$ cat src/rtl/speed_brake_pkg.sv
// Shared constants and carrier types for the speed range monitor and safe brake output.
package speed_brake_pkg;

	// ------------------------------------------------------------------
	// Timing
	// ------------------------------------------------------------------
	localparam int CLK_PERIOD_NS  = 10;
	localparam int SYS_CYCLE_US   = 1000;
	localparam int NS_PER_US      = 1000;
	localparam int US_PER_MS      = 1000;
	localparam int SYS_CYCLE_CLKS = SYS_CYCLE_US * NS_PER_US / CLK_PERIOD_NS;

	// ------------------------------------------------------------------
	// Widths
	// ------------------------------------------------------------------
	localparam int SPEED_W = 25;
	localparam int TIME_W  = 17;
	localparam int PCT_W   = 5;
	localparam int ACC_W   = 28;
	localparam int WIDE_W  = 34;

	// ------------------------------------------------------------------
	// Ranges and values after reset
	// ------------------------------------------------------------------
	localparam logic signed [SPEED_W-1:0] UPPER_LIMIT_DEFAULT = 25'sh00186a0;
	localparam logic signed [SPEED_W-1:0] LOWER_LIMIT_DEFAULT = -25'sh00186a0;
	localparam logic [PCT_W-1:0]  TOL_WINDOW_MIN     = 5'h01;
	localparam logic [PCT_W-1:0]  TOL_WINDOW_MAX     = 5'h19;
	localparam logic [PCT_W-1:0]  TOL_WINDOW_DEFAULT = 5'h01;
	localparam logic [TIME_W-1:0] TIME_MAX_MS        = 17'h1d4c0;
	localparam logic [TIME_W-1:0] TOL_TIME_MIN_MS    = 17'h00001;
	localparam logic [TIME_W-1:0] TOL_TIME_DEFAULT   = 17'h00064;
	localparam logic [TIME_W-1:0] TOL_PERIOD_MIN_MS  = 17'h00002;
	localparam logic [TIME_W-1:0] TOL_PERIOD_DEFAULT = 17'h003e8;
	localparam logic [TIME_W-1:0] ON_DELAY_DEFAULT   = 17'h00014;
	localparam logic [6:0]        PERCENT_SCALE      = 7'h64;

	// ------------------------------------------------------------------
	// Encodings
	// ------------------------------------------------------------------
	localparam logic       AXIS_SELECT_FIRST  = 1'h0;
	localparam logic       AXIS_SELECT_SECOND = 1'h1;
	localparam logic [1:0] BRAKE_SRC_NONE     = 2'h0;
	localparam logic [1:0] BRAKE_SRC_REQ1     = 2'h2;
	localparam logic [1:0] BRAKE_SRC_REQ2     = 2'h3;

	// ------------------------------------------------------------------
	// Carriers
	// ------------------------------------------------------------------
	typedef struct packed {
		logic signed [SPEED_W-1:0] upper_limit;
		logic signed [SPEED_W-1:0] lower_limit;
		logic                      tolerance_enable;
		logic [PCT_W-1:0]          tolerance_window_pct;
		logic [TIME_W-1:0]         tolerance_width_time;
		logic [TIME_W-1:0]         tolerance_oscillation_period;
		logic [TIME_W-1:0]         on_delay_ms;
		logic                      speed_range_monitor_only;
		logic                      axis;
	} range_cfg_t;

	typedef struct packed {
		logic       axis;
		logic [1:0] source;
	} brake_cfg_t;

	localparam range_cfg_t RANGE_CFG_DEFAULT = '{
		upper_limit:                  UPPER_LIMIT_DEFAULT,
		lower_limit:                  LOWER_LIMIT_DEFAULT,
		tolerance_enable:             1'h0,
		tolerance_window_pct:         TOL_WINDOW_DEFAULT,
		tolerance_width_time:         TOL_TIME_DEFAULT,
		tolerance_oscillation_period: TOL_PERIOD_DEFAULT,
		on_delay_ms:                  ON_DELAY_DEFAULT,
		speed_range_monitor_only:     1'h0,
		axis:                         AXIS_SELECT_FIRST
	};

	localparam brake_cfg_t BRAKE_CFG_DEFAULT = '{
		axis:   AXIS_SELECT_FIRST,
		source: BRAKE_SRC_NONE
	};

endpackage

$ cat src/rtl/elapsed_timer.sv
// Millisecond delay timer that advances in whole system cycles.
`timescale 1ns/1ps
`default_nettype none

module elapsed_timer #(
	parameter int LIMIT_W = 17,
	parameter int ACC_W   = 28,
	parameter int STEP_US = 1000
) (
	// Clock and reset
	input  wire logic               clk,
	input  wire logic               reset,
	// Control
	input  wire logic               clear,
	input  wire logic               tick,
	input  wire logic [LIMIT_W-1:0] limit_ms,
	// Status
	output logic                    expired
);

	logic [ACC_W-1:0] elapsed_us;
	logic [ACC_W-1:0] target_us;

	// Elapsed time grows by a full cycle per tick, so a limit that is not
	// a whole number of cycles expires at the following cycle.
	assign target_us = ACC_W'(limit_ms) * ACC_W'(speed_brake_pkg::US_PER_MS);
	assign expired   = (elapsed_us >= target_us);

	always_ff @(posedge clk or posedge reset) begin
		if (reset) begin
			elapsed_us <= '0;
		end else if (clear) begin
			elapsed_us <= '0;
		end else if (tick && !expired) begin
			elapsed_us <= elapsed_us + ACC_W'(STEP_US);
		end
	end

endmodule

`default_nettype wire

$ cat src/rtl/safe_speed_range_brake_control.sv
// Speed range monitor with tolerance range, and safe brake output for one axis.
`timescale 1ns/1ps
`default_nettype none

// Overview of operation
// - While monitoring, compare speed with both limits on every system cycle.
// - Limits are signed 25-bit values; defaults are +100000 and -100000.
// - Standard variant: violation requests stop ramp on the axis, acknowledge drops.
// - Monitor-only variant: violation only drops the acknowledge output.
// - Activation pin is active low: 0 enables monitoring, 1 disables it.
// - Acknowledge is 1 within limits, 0 on violation or when inactive.
// - Delays not a whole number of cycles expire at the next cycle.
// - Optional tolerance range, off by default, defers reaction on an overshoot.
// - Tolerance window widens limits by 1 to 25 percent, default 1.
// - Tolerance time bounds overshoot width, 1 to 120000 ms, default 100.
// - Tolerance period bounds oscillation period, 2 to 120000 ms, default 1000.
// - Leaving the tolerance range requests stop ramp and drops acknowledge.
// - Brake function becomes active whenever torque off is active on its axis.
// - Active brake function holds the brake output at 0.
// - Inactive brake function sets the output from its configured parameters.
// - Brake block is bound to axis one or axis two, default axis one.
// - Torque off on the bound axis forces the output off, ignoring requests.
// - Drive controller brake request may be routed onto the safe brake output.
// - Source code 0 no connection, 2 request one, 3 request two.
// - No connection: output 0 under torque off, 1 in run states.
// - Connected: output follows the request in run states, 0 under torque off.
module safe_speed_range_brake_control #(
	parameter int SYS_CYCLE_CLKS = speed_brake_pkg::SYS_CYCLE_CLKS
) (
	// Clock and reset
	input  wire logic                                         clk,
	input  wire logic                                         reset,
	// Configuration
	input  wire speed_brake_pkg::range_cfg_t                  range_cfg,
	input  wire speed_brake_pkg::brake_cfg_t                  brake_cfg,
	// Speed monitoring
	input  wire logic                                         monitor_activation_in_n,
	input  wire logic signed [speed_brake_pkg::SPEED_W-1:0]   actual_speed,
	output logic                                              range_acknowledge_out,
	output logic [1:0]                                        safe_stop_ramp_request,
	// Brake control
	input  wire logic [1:0]                                   torque_off_state,
	input  wire logic [1:0]                                   brake_request,
	output logic                                              safe_brake_out,
	// Status
	output logic                                              monitor_active,
	output logic                                              sys_tick
);

	localparam int TICK_W = $clog2(SYS_CYCLE_CLKS);
	localparam int SW     = speed_brake_pkg::SPEED_W;
	localparam int TW     = speed_brake_pkg::TIME_W;
	localparam int WW     = speed_brake_pkg::WIDE_W;

	typedef enum logic [1:0] {
		ST_IDLE     = 2'h0,
		ST_ON_DELAY = 2'h1,
		ST_WATCH    = 2'h2,
		ST_FAULT    = 2'h3
	} range_state_t;

	range_state_t state;
	range_state_t next_state;

	// ------------------------------------------------------------------
	// Activation pin synchroniser
	// ------------------------------------------------------------------
	logic [2:0] act_sync;
	logic       act_level;
	logic       monitoring_on;

	always_ff @(posedge clk or posedge reset) begin
		if (reset) begin
			act_sync <= 3'h7;
		end else begin
			act_sync <= {act_sync[1:0], monitor_activation_in_n};
		end
	end

	// A change is taken only once the last two stages agree.
	always_ff @(posedge clk or posedge reset) begin
		if (reset) begin
			act_level <= 1'h1;
		end else if (act_sync[1] == act_sync[2]) begin
			act_level <= act_sync[2];
		end
	end

	assign monitoring_on = !act_level;
	assign monitor_active = monitoring_on;

	// ------------------------------------------------------------------
	// System cycle
	// ------------------------------------------------------------------
	logic [TICK_W-1:0] tick_count;

	always_ff @(posedge clk or posedge reset) begin
		if (reset) begin
			tick_count <= '0;
			sys_tick   <= 1'h0;
		end else if (tick_count == TICK_W'(SYS_CYCLE_CLKS - 1)) begin
			tick_count <= '0;
			sys_tick   <= 1'h1;
		end else begin
			tick_count <= tick_count + TICK_W'(1);
			sys_tick   <= 1'h0;
		end
	end

	// ------------------------------------------------------------------
	// Configuration clamping
	// ------------------------------------------------------------------
	logic [speed_brake_pkg::PCT_W-1:0] window_pct;
	logic [TW-1:0]                     width_ms;
	logic [TW-1:0]                     period_ms;
	logic [TW-1:0]                     on_delay_ms;

	// Out-of-range settings are pulled to the nearest legal value so a bad
	// setting never yields a zero-width tolerance.
	always_comb begin
		window_pct = range_cfg.tolerance_window_pct;
		if (window_pct < speed_brake_pkg::TOL_WINDOW_MIN) begin
			window_pct = speed_brake_pkg::TOL_WINDOW_MIN;
		end else if (window_pct > speed_brake_pkg::TOL_WINDOW_MAX) begin
			window_pct = speed_brake_pkg::TOL_WINDOW_MAX;
		end
		width_ms = range_cfg.tolerance_width_time;
		if (width_ms < speed_brake_pkg::TOL_TIME_MIN_MS) begin
			width_ms = speed_brake_pkg::TOL_TIME_MIN_MS;
		end else if (width_ms > speed_brake_pkg::TIME_MAX_MS) begin
			width_ms = speed_brake_pkg::TIME_MAX_MS;
		end
		period_ms = range_cfg.tolerance_oscillation_period;
		if (period_ms < speed_brake_pkg::TOL_PERIOD_MIN_MS) begin
			period_ms = speed_brake_pkg::TOL_PERIOD_MIN_MS;
		end else if (period_ms > speed_brake_pkg::TIME_MAX_MS) begin
			period_ms = speed_brake_pkg::TIME_MAX_MS;
		end
		on_delay_ms = range_cfg.on_delay_ms;
		if (on_delay_ms > speed_brake_pkg::TIME_MAX_MS) begin
			on_delay_ms = speed_brake_pkg::TIME_MAX_MS;
		end
	end

	// ------------------------------------------------------------------
	// Limit comparison
	// ------------------------------------------------------------------
	logic              over_nominal;
	logic              over_wide;
	logic [SW-1:0]     upper_mag;
	logic [SW-1:0]     lower_mag;
	logic signed [WW-1:0] speed_x100;
	logic signed [WW-1:0] upper_wide;
	logic signed [WW-1:0] lower_wide;

	// Both limits are full 25-bit signed values, covering the whole range.
	assign over_nominal = (actual_speed > range_cfg.upper_limit) ||
	                      (actual_speed < range_cfg.lower_limit);

	// Scaling by 100 avoids a divider: the percentage is applied to the
	// magnitude of each limit and compared against the scaled speed.
	assign upper_mag  = range_cfg.upper_limit[SW-1] ? SW'(-range_cfg.upper_limit)
	                                                : SW'(range_cfg.upper_limit);
	assign lower_mag  = range_cfg.lower_limit[SW-1] ? SW'(-range_cfg.lower_limit)
	                                                : SW'(range_cfg.lower_limit);
	assign speed_x100 = WW'(actual_speed) * $signed(WW'(speed_brake_pkg::PERCENT_SCALE));
	assign upper_wide = WW'(range_cfg.upper_limit) *
	                    $signed(WW'(speed_brake_pkg::PERCENT_SCALE)) +
	                    $signed(WW'(upper_mag) * WW'(window_pct));
	assign lower_wide = WW'(range_cfg.lower_limit) *
	                    $signed(WW'(speed_brake_pkg::PERCENT_SCALE)) -
	                    $signed(WW'(lower_mag) * WW'(window_pct));
	assign over_wide  = (speed_x100 > upper_wide) || (speed_x100 < lower_wide);

	// ------------------------------------------------------------------
	// Timers
	// ------------------------------------------------------------------
	logic on_delay_done;
	logic width_expired;
	logic period_expired;
	logic overshoot;
	logic overshoot_start;
	logic seen_overshoot;
	logic tolerance_on;

	assign tolerance_on    = range_cfg.tolerance_enable;
	assign overshoot_start = sys_tick && over_nominal && !overshoot && (state == ST_WATCH);

	// The on-delay counts from activation in whole system cycles.
	elapsed_timer #(
		.LIMIT_W (TW),
		.ACC_W   (speed_brake_pkg::ACC_W),
		.STEP_US (speed_brake_pkg::SYS_CYCLE_US)
	) on_delay_timer (
		.clk      (clk),
		.reset    (reset),
		.clear    (state != ST_ON_DELAY),
		.tick     (sys_tick),
		.limit_ms (on_delay_ms),
		.expired  (on_delay_done)
	);

	elapsed_timer #(
		.LIMIT_W (TW),
		.ACC_W   (speed_brake_pkg::ACC_W),
		.STEP_US (speed_brake_pkg::SYS_CYCLE_US)
	) width_timer (
		.clk      (clk),
		.reset    (reset),
		.clear    (!overshoot),
		.tick     (sys_tick),
		.limit_ms (width_ms),
		.expired  (width_expired)
	);

	elapsed_timer #(
		.LIMIT_W (TW),
		.ACC_W   (speed_brake_pkg::ACC_W),
		.STEP_US (speed_brake_pkg::SYS_CYCLE_US)
	) period_timer (
		.clk      (clk),
		.reset    (reset),
		.clear    ((state != ST_WATCH) || overshoot_start),
		.tick     (sys_tick),
		.limit_ms (period_ms),
		.expired  (period_expired)
	);

	always_ff @(posedge clk or posedge reset) begin
		if (reset) begin
			overshoot <= 1'h0;
		end else if (state != ST_WATCH) begin
			overshoot <= 1'h0;
		end else if (sys_tick) begin
			overshoot <= over_nominal;
		end
	end

	always_ff @(posedge clk or posedge reset) begin
		if (reset) begin
			seen_overshoot <= 1'h0;
		end else if (state != ST_WATCH) begin
			seen_overshoot <= 1'h0;
		end else if (overshoot_start) begin
			seen_overshoot <= 1'h1;
		end
	end

	// ------------------------------------------------------------------
	// Violation decision
	// ------------------------------------------------------------------
	logic violation;

	// With tolerance on, an overshoot is an error only when it leaves the
	// widened window, lasts too long, or repeats within the period.
	always_comb begin
		violation = 1'h0;
		if (sys_tick) begin
			if (!tolerance_on) begin
				violation = over_nominal;
			end else begin
				violation = over_wide ||
				            (overshoot && over_nominal && width_expired) ||
				            (overshoot_start && seen_overshoot && !period_expired);
			end
		end
	end

	// ------------------------------------------------------------------
	// Monitor state machine
	// ------------------------------------------------------------------
	always_comb begin
		next_state = state;
		unique case (state)
			ST_IDLE: begin
				if (monitoring_on) begin
					next_state = ST_ON_DELAY;
				end
			end
			ST_ON_DELAY: begin
				if (on_delay_done) begin
					next_state = ST_WATCH;
				end
			end
			ST_WATCH: begin
				if (violation) begin
					next_state = ST_FAULT;
				end
			end
			ST_FAULT: begin
				next_state = ST_FAULT;
			end
		endcase
		if (!monitoring_on) begin
			next_state = ST_IDLE;
		end
	end

	always_ff @(posedge clk or posedge reset) begin
		if (reset) begin
			state <= ST_IDLE;
		end else begin
			state <= next_state;
		end
	end

	// ------------------------------------------------------------------
	// Monitor outputs
	// ------------------------------------------------------------------
	always_ff @(posedge clk or posedge reset) begin
		if (reset) begin
			range_acknowledge_out <= 1'h0;
		end else begin
			range_acknowledge_out <= (state == ST_WATCH) && !violation && monitoring_on;
		end
	end

	// The fault is latched until monitoring is switched off, so the stop
	// ramp is never withdrawn while the drive is still decelerating.
	always_ff @(posedge clk or posedge reset) begin
		if (reset) begin
			safe_stop_ramp_request <= 2'h0;
		end else begin
			safe_stop_ramp_request <= 2'h0;
			if ((state == ST_FAULT) && !range_cfg.speed_range_monitor_only) begin
				safe_stop_ramp_request[range_cfg.axis] <= 1'h1;
			end
		end
	end

	// ------------------------------------------------------------------
	// Safe brake output
	// ------------------------------------------------------------------
	logic brake_func_active;

	assign brake_func_active = torque_off_state[brake_cfg.axis];

	// An unused source code engages the brake, the safe side of a bad setting.
	always_ff @(posedge clk or posedge reset) begin
		if (reset) begin
			safe_brake_out <= 1'h0;
		end else if (brake_func_active) begin
			safe_brake_out <= 1'h0;
		end else begin
			case (brake_cfg.source)
				speed_brake_pkg::BRAKE_SRC_NONE: safe_brake_out <= 1'h1;
				speed_brake_pkg::BRAKE_SRC_REQ1: safe_brake_out <= brake_request[0];
				speed_brake_pkg::BRAKE_SRC_REQ2: safe_brake_out <= brake_request[1];
				default:                         safe_brake_out <= 1'h0;
			endcase
		end
	end
endmodule

`default_nettype wire

$ cat config.mk
export PLATFORM = sky130hd
export DESIGN_NAME = safe_speed_range_brake_control
export DESIGN_NICKNAME = d
export VERILOG_FILES = /design/src/rtl/speed_brake_pkg.sv /design/src/rtl/elapsed_timer.sv /design/src/rtl/safe_speed_range_brake_control.sv
export SDC_FILE = /design/constraint.sdc
export NUM_CORES = 2
export LEC_CHECK = 0
export BUFFER_PORTS_ARGS = -buffer_cell sky130_fd_sc_hd__buf_2
export CAP_MARGIN = 20
export CORE_UTILIZATION = 30
export DETAILED_ROUTE_END_ITERATION = 7
export GPL_TIMING_DRIVEN = 0
export HOLD_SLACK_MARGIN = 0.12
export SETUP_SLACK_MARGIN = 0.2
export SLEW_MARGIN = 20
export SYNTH_ARGS = -nofsm -noshare
export SYNTH_HDL_FRONTEND = slang
export SYNTH_HIERARCHICAL = 1
export SYNTH_SLANG_ARGS = --single-unit
$ cat constraint.sdc
create_clock -name clk -period 7.6 [get_ports clk]
set_input_delay 0.76 -clock clk [delete_from_list [all_inputs] [get_ports clk]]
set_output_delay 0.76 -clock clk [all_outputs]
set_load 0.03 [all_outputs]
Yosys cells after proc, flatten, opt, wreduce, memory -nomap -nowiden:

Cells that the tools add are included.

* add/subtract/negate cells: 8
* multipliers: 8
* order comparisons: 17
* equal/unequal tests: 12
* mux-type cells: 34
* reductions and logical operators: 33

Operators with widths (count)
* two-way mux 28 bit: 6
* two-way mux 17 bit: 6
* multiplier 25 x 6 -> 31 bit, second input constant: 3
* adder 28 x 10 -> 28 bit, second input constant: 3
* >= comparator 28 x 27 -> 1 bit: 3
* multiplier 17 x 7 -> 24 bit, second input constant: 3
* multiplier 25 x 5 -> 30 bit: 2
* > comparator 17 bit, second input constant: 3
* two-way mux 25 bit: 2
* negation 25 bit: 2
* adder 33 x 31 -> 34 bit: 1
* > comparator 33 x 34 -> 1 bit: 1
* less-than comparator 33 x 34 -> 1 bit: 1
* subtractor 33 x 31 -> 34 bit: 1
* > comparator 25 bit: 1
* less-than comparator 25 bit: 1
* adder 17 x 1 -> 17 bit, second input constant: 1
* equality test 17 bit, second input constant: 1
* less-than comparator 17 x 1 -> 1 bit, second input constant: 1
* less-than comparator 17 x 2 -> 1 bit, second input constant: 1
* logical AND 1 bit: 14
* two-way mux 1 bit: 11
* two-way mux 5 bit: 2
* equality test 2 bit, second input constant: 4
* 19 further kinds: 38

* bits in registers: 114
* logic and storage cells: 125

Depth between registers and ports, before layout:

* depth after elaboration: 14
* gate-level depth with buffers: 43
* mapped depth without buffers: 43

Hierarchy:

Netlist, hierarchy kept.

Modules (own cells, without submodules)
* safe_speed_range_brake_control: times used 1, cells each 3053, area an instance 23852.9 µm², sequential area each 755.7 µm²
* elapsed_timer (on_delay_timer): times used 1, cells each 512, area an instance 4732.0 µm², sequential area each 625.6 µm²
* elapsed_timer (width_timer): times used 1, cells each 500, area an instance 4705.8 µm², sequential area each 625.6 µm²
* elapsed_timer (period_timer): times used 1, cells each 507, area an instance 4700.8 µm², sequential area each 625.6 µm²

Worst setup path after synthesis:

OpenSTA, ideal clock, no wires.

* path kind: input to register
* start point: input port range_cfg[108] (netlist bit)
* end point: register state[0]
* library setup time: 0.130 ns
* arrival: 8.919 ns
* setup slack: -1.450 ns
* stages: 41
* cells stage by stage: clkbuf_1 -> inv_1 -> buf_1 -> nor2_1 -> xnor2_1 -> nor2b_1 -> fa_1 -> fa_1 -> inv_1 -> fa_1 -> inv_1 -> ha_1 -> a211oi_1 -> o211ai_1 -> a31oi_1 -> nor2b_1 -> o21ai_0 -> nand2b_1 -> (+5 left out) -> a211o_1 -> o221ai_1 -> a21o_1 -> o31a_1 -> nor2b_1 -> o21ai_0 -> a21oi_1 -> o21bai_1 -> xnor2_1 -> ha_1 -> and3_1 -> nand3_1 -> or4_1 -> a41o_1 -> a21o_1 -> a311o_1 -> a311oi_1 -> nor3_1

* longest elaborated chain between the ends: 12
* elaborated cells between the ends (all ways): 22
* classes of those cells: add/sub: 2; mul: 2; order compare: 2; eq/ne: 1; mux: 3; reduce/logical: 12

Ends and longest elaborated chain
* start: declaration: RTL line safe_speed_range_brake_control.sv:34 `input wire speed_brake_pkg::range_cfg_t range_cfg,`
* negation 25 bit / > comparator 25 bit (equally long branches): RTL line safe_speed_range_brake_control.sv:162, safe_speed_range_brake_control.sv:157
* two-way mux 25 bit / logical OR 1 bit (equally long branches): RTL line safe_speed_range_brake_control.sv:162, safe_speed_range_brake_control.sv:157
* multiplier 25 x 5 -> 30 bit / logical AND 1 bit (equally long branches): RTL line safe_speed_range_brake_control.sv:169, safe_speed_range_brake_control.sv:187
* adder 33 x 31 -> 34 bit / logical AND 1 bit (equally long branches): RTL line safe_speed_range_brake_control.sv:168, safe_speed_range_brake_control.sv:187
* > comparator 33 x 34 -> 1 bit / logical AND 1 bit (equally long branches): RTL line safe_speed_range_brake_control.sv:173, safe_speed_range_brake_control.sv:187
* logical OR 1 bit / logical AND 1 bit (equally long branches): RTL line safe_speed_range_brake_control.sv:173, safe_speed_range_brake_control.sv:264
* logical OR 1 bit / logical AND 1 bit (equally long branches): RTL line safe_speed_range_brake_control.sv:262, safe_speed_range_brake_control.sv:264
* logical OR 1 bit: RTL line safe_speed_range_brake_control.sv:263 `(overshoot && over_nominal && width_expired) ||`
* two-way mux 1 bit (*): RTL line safe_speed_range_brake_control.sv:259 `if (!tolerance_on) begin`
* two-way mux 1 bit (*): RTL line safe_speed_range_brake_control.sv:258 `if (sys_tick) begin`
* inequality test 3 bit (no line) (*)
* AND reduction 2 bit (no line) (*)
* end signal: assignment: RTL line safe_speed_range_brake_control.sv:303 `state <= next_state;`
* end: declaration: RTL line safe_speed_range_brake_control.sv:62 `range_state_t state;`

Mark *: on every way between the ends. The rest lies on a longest branch, timed or not.
A chain may end at the register's enable or synchronous reset.

Worst setup path after layout:

* start point: input port range_cfg[60] (netlist bit)
* end point: register range_acknowledge_out

* longest elaborated chain between the ends: 13
* elaborated cells between the ends (all ways): 23
* classes of those cells: add/sub: 2; mul: 2; order compare: 2; mux: 3; reduce/logical: 14

Ends and longest elaborated chain
* negation 25 bit / less-than comparator 25 bit (equally long branches): RTL line safe_speed_range_brake_control.sv:164, safe_speed_range_brake_control.sv:158
* two-way mux 25 bit / logical OR 1 bit (equally long branches): RTL line safe_speed_range_brake_control.sv:164, safe_speed_range_brake_control.sv:157
* multiplier 25 x 5 -> 30 bit / logical AND 1 bit (equally long branches): RTL line safe_speed_range_brake_control.sv:172, safe_speed_range_brake_control.sv:187
* subtractor 33 x 31 -> 34 bit / logical AND 1 bit (equally long branches): RTL line safe_speed_range_brake_control.sv:171, safe_speed_range_brake_control.sv:187
* less-than comparator 33 x 34 -> 1 bit / logical AND 1 bit (equally long branches): RTL line safe_speed_range_brake_control.sv:173, safe_speed_range_brake_control.sv:187
* logical OR 1 bit / logical AND 1 bit (equally long branches): RTL line safe_speed_range_brake_control.sv:173, safe_speed_range_brake_control.sv:264
* logical OR 1 bit / logical AND 1 bit (equally long branches): RTL line safe_speed_range_brake_control.sv:262, safe_speed_range_brake_control.sv:264
* logical OR 1 bit: RTL line safe_speed_range_brake_control.sv:263
* two-way mux 1 bit (*): RTL line safe_speed_range_brake_control.sv:259
* two-way mux 1 bit (*): RTL line safe_speed_range_brake_control.sv:258
* zero test 1 bit (*): RTL line safe_speed_range_brake_control.sv:314 `range_acknowledge_out <= (state == ST_WATCH) && !violation && monitoring_on;`
* logical AND 1 bit (*) (2 in series): RTL line safe_speed_range_brake_control.sv:314
* end signal: assignment: RTL line safe_speed_range_brake_control.sv:314
* end: declaration: RTL line safe_speed_range_brake_control.sv:39 `output logic range_acknowledge_out,`

Marked as above.

==> flow_summary.toml <==
[run_status]
outcome = "complete, but fails checks"
failed_checks = "setup timing"

[worst_setup_path]
reg2reg_to = "range_acknowledge_out"
start_kind = "input pin"
cp_common_cell = "nand2_1"
cp-end-kind = "flip-flop"
crit_slowest_cell = "fa_1"
required_ps = 7900
path_max_fanout = 5
critical_path_class = "in -> reg"
reg2regPathDepth = 9
max_stage_delay_ps = 550
r2r-start = "period_timer/elapsed_us[19]"
crit_arrival_ps = 9500
regToRegSetupSlack_ps = 4430

[yosys]
yosysSeqAreaShare = 0.0693
synthFlopType = "dfrtp_1"
avgSynthCellArea_um2 = 8.31
muxShareOfSynthArea = 0.00916
synthesis.nets = 5858
yosys.area_share.simple = 0.157
synth.distinct_cells = 89
synth_area_um2 = 38000
synth-edff-count = 0
yosysWarnings = 6
synth_fa_ha_area_frac = 0.452
syn_inst = 4572
ys_ff_latch = 105
synth_xor_area_frac = 0.0699
synth_top_family_by_area = "adder cells"
async_reset_ff_frac = 1.00
synth-compound-area-share = 0.145

[sta]
fin_tns_setup_ps = -25240
worst_pin_slew_ps = 1110
finalSetupViolCount = 53
period_needed_ps = 9200
worst_slack_ps = -1600
hold_violations = 0
skew_ps = 16.2
fmax_ghz = 0.109
finalCritPeriodShare = 1.21
slew_headroom = 0.257
whs_ps = 361
drv_slew = 0
rsz0062_at_grt = "yes"

[finish]
syn_to_final_growth_pct = 20.9
fin_nets = 6224
final_layout_size_suffix_gt1_frac = 0.189
final_util = 0.366

[global_routing]
first_global_vias = 32600
grt_use_total = 0.162
antenna_found_initial = 15
grt_max_degree = 31
use_met3 = 0.0141
use_met1 = 0.228
grt_pass1_wl_um = 169000
grt-busiest-layer = "met2"
gr-total-overflow = 0
grt_use_met2 = 0.273

[drt]
via_per_inst = 4.92
wire_per_inst_um = 15.7
num_vias = 32400
drc = 0
wl_um = 104000
drt_iter0_drc = 1904
ant_nets = 0
first_pass_iters = 8

[die]
num_io_pins = 150
die_w_um = 358
num_rows = 130
die_y_um = 358
core_um2 = 126000
dieArea_um2 = 128000
initial_core_util = 0.303

[power_and_ir_drop]
p_leak_nw = 23.4
p_per_area_nw_per_um2 = 402
vdd_drop_max_mv = 0.397

[placed_design]
place.gp.congestion = 0.904
dp_slack_ps = -3900
place_hpwl_um = 85200
numPortBuffers = 148

[run]
cap_violations = 0

[cts]
clkTransAtPathRegs_ps = 90
cts_made_buffers = 9
root_buffer = "clkbuf_16"
clock_latency_ps = 370
clock_sinks = 105
tritoncts = "yes"
htree_levels = 3
clock_path_buffers = 2

[worst_hold_path]
hold_class = "in -> async"
where the power goes:
group | leakage (nW) | internal, mW | switching (mW) | total, mW
registers | 1.44 | 0.562 | 0.00336 | 0.565
clock network | 0.156 | 0.266 | 0.248 | 0.513
logic | 21.8 | 7.85 | 9.55 | 17.4
registers in the layout, summed over array words and instances, names as in the netlist:
| signal | flops |
|---|---|
| tick_count | 17 |
| width_timer/elapsed_us | 25 |
| safe_brake_out | 1 |
| act_sync | 3 |
| range_acknowledge_out | 1 |
| sys_tick | 1 |
| overshoot | 1 |
| state | 2 |
| on_delay_timer/elapsed_us | 25 |
| act_level | 1 |
| safe_stop_ramp_request | 2 |
| period_timer/elapsed_us | 25 |
| seen_overshoot | 1 |
worst max path at each step:
stage / slack [ps] / start / to / cells after the start
after CTS: -1570 / range_cfg[85] / range_acknowledge_out / 46
final: -1600 / range_cfg[60] / range_acknowledge_out / 43
after global placement: -3750 / range_cfg[85] / state[0] / 40
after global routing: -1950 / range_cfg[85] / range_acknowledge_out / 45
after floorplan: -820 / range_cfg[85] / state[0] / 41
after detailed placement: -3900 / range_cfg[85] / state[0] / 40
worst max-delay path: cells and delay by family:
kind            cells  cell delay, ps
xor+xnor            3             490
fa+ha+maj           7            2710
buf+inv             7             890
simple gates       13            2170
compound gates     13            2460
layer usage:
metal	up-vias	wire [µm]
met2	624	48400
met1	15700	49200
met5	-	47
met4	6	1870
li1	16000	-
met3	98	4310
synthesized netlist by cell type (all sizes together), types with 8 or more instances:
master,number,area [µm²]
or3,38,243
o31a,8,70.1
o21ai,158,798
o21bai,28,210
clkbuf,53,199
xor2,97,850
o22ai,8,50.1
o21a,42,315
nand3,88,445
nand4,49,307
mux2i,10,100
o211ai,19,143
o31ai,27,208
o41ai,12,105
fa,382,7650
a21boi,9,67.6
buf,15,101
a21oi,262,1310
a211oi,32,255
nand2,223,837
and2,68,425
o2111ai,8,70.1
nor2,293,1100
or2,51,319
nor2b,126,788
a21o,136,1020
nor4,28,175
and4,14,124
xnor2,206,1800
or4,22,169
ha,760,9510
nand2b,54,345
and3,42,268
a31oi,23,144
dfrtp,101,2530
mux2,22,248
nor3,52,260
a211o,12,105
inv,900,3380
layout by cell type, fill, tap and decap left out, types with 55 or more instances in the layout:
cell type,synthesis,layout
ha_1,760,710
fa_1,382,377
a21o_1,136,135
and2_1,68,55
dfrtp_1,101,101
nand3_1,87,76
xnor2_1,206,170
o21ai_0,150,113
a21oi_1,262,212
inv_1,900,837
nor2b_1,126,102
buf_4,0,180
nand2_1,223,212
xor2_1,97,97
buf_2,6,142
nor2_1,293,267
stage by stage:
stage / cell area [µm²] / instances / power [mW]
floorplan: 38800 / 4572 / 12.4
detailed placement: 41600 / 6371 / 15.8
finish: 45900 / 6595 / 18.5
global placement: 41600 / 6370 / 15.5
CTS: 44500 / 6532 / 17.6
global route: 45900 / 6593 / 20.7
logic make-up after synthesis:
family | Yosys count
DFF | 105
adders and majority gates | 1143
and+or+nand+nor | 1169
buffers and inverters | 969
AOI/OAI and AO/OA | 851
muxes | 32
xor gates and xnor gates | 303
what timing repair did:
action	in CTS	in global routing
pin swaps	158	187
cloned	6	1
hold buffers	0	0
setup buffers	140	59
setup endpoints to repair	78	78
resized for setup	316	217
final cells by class:
class,instances,area (µm²)
antenna,2,5.00
buffer,68,484
clock buffer,9,225
clock inverter,7,92.6
fill,12800,79600
inverter,900,3440
multi-input combinational,3498,34400
sequential,105,2630
tap,1650,2060
timing repair buffer,356,2560
(Power assumes the default switching activity.)
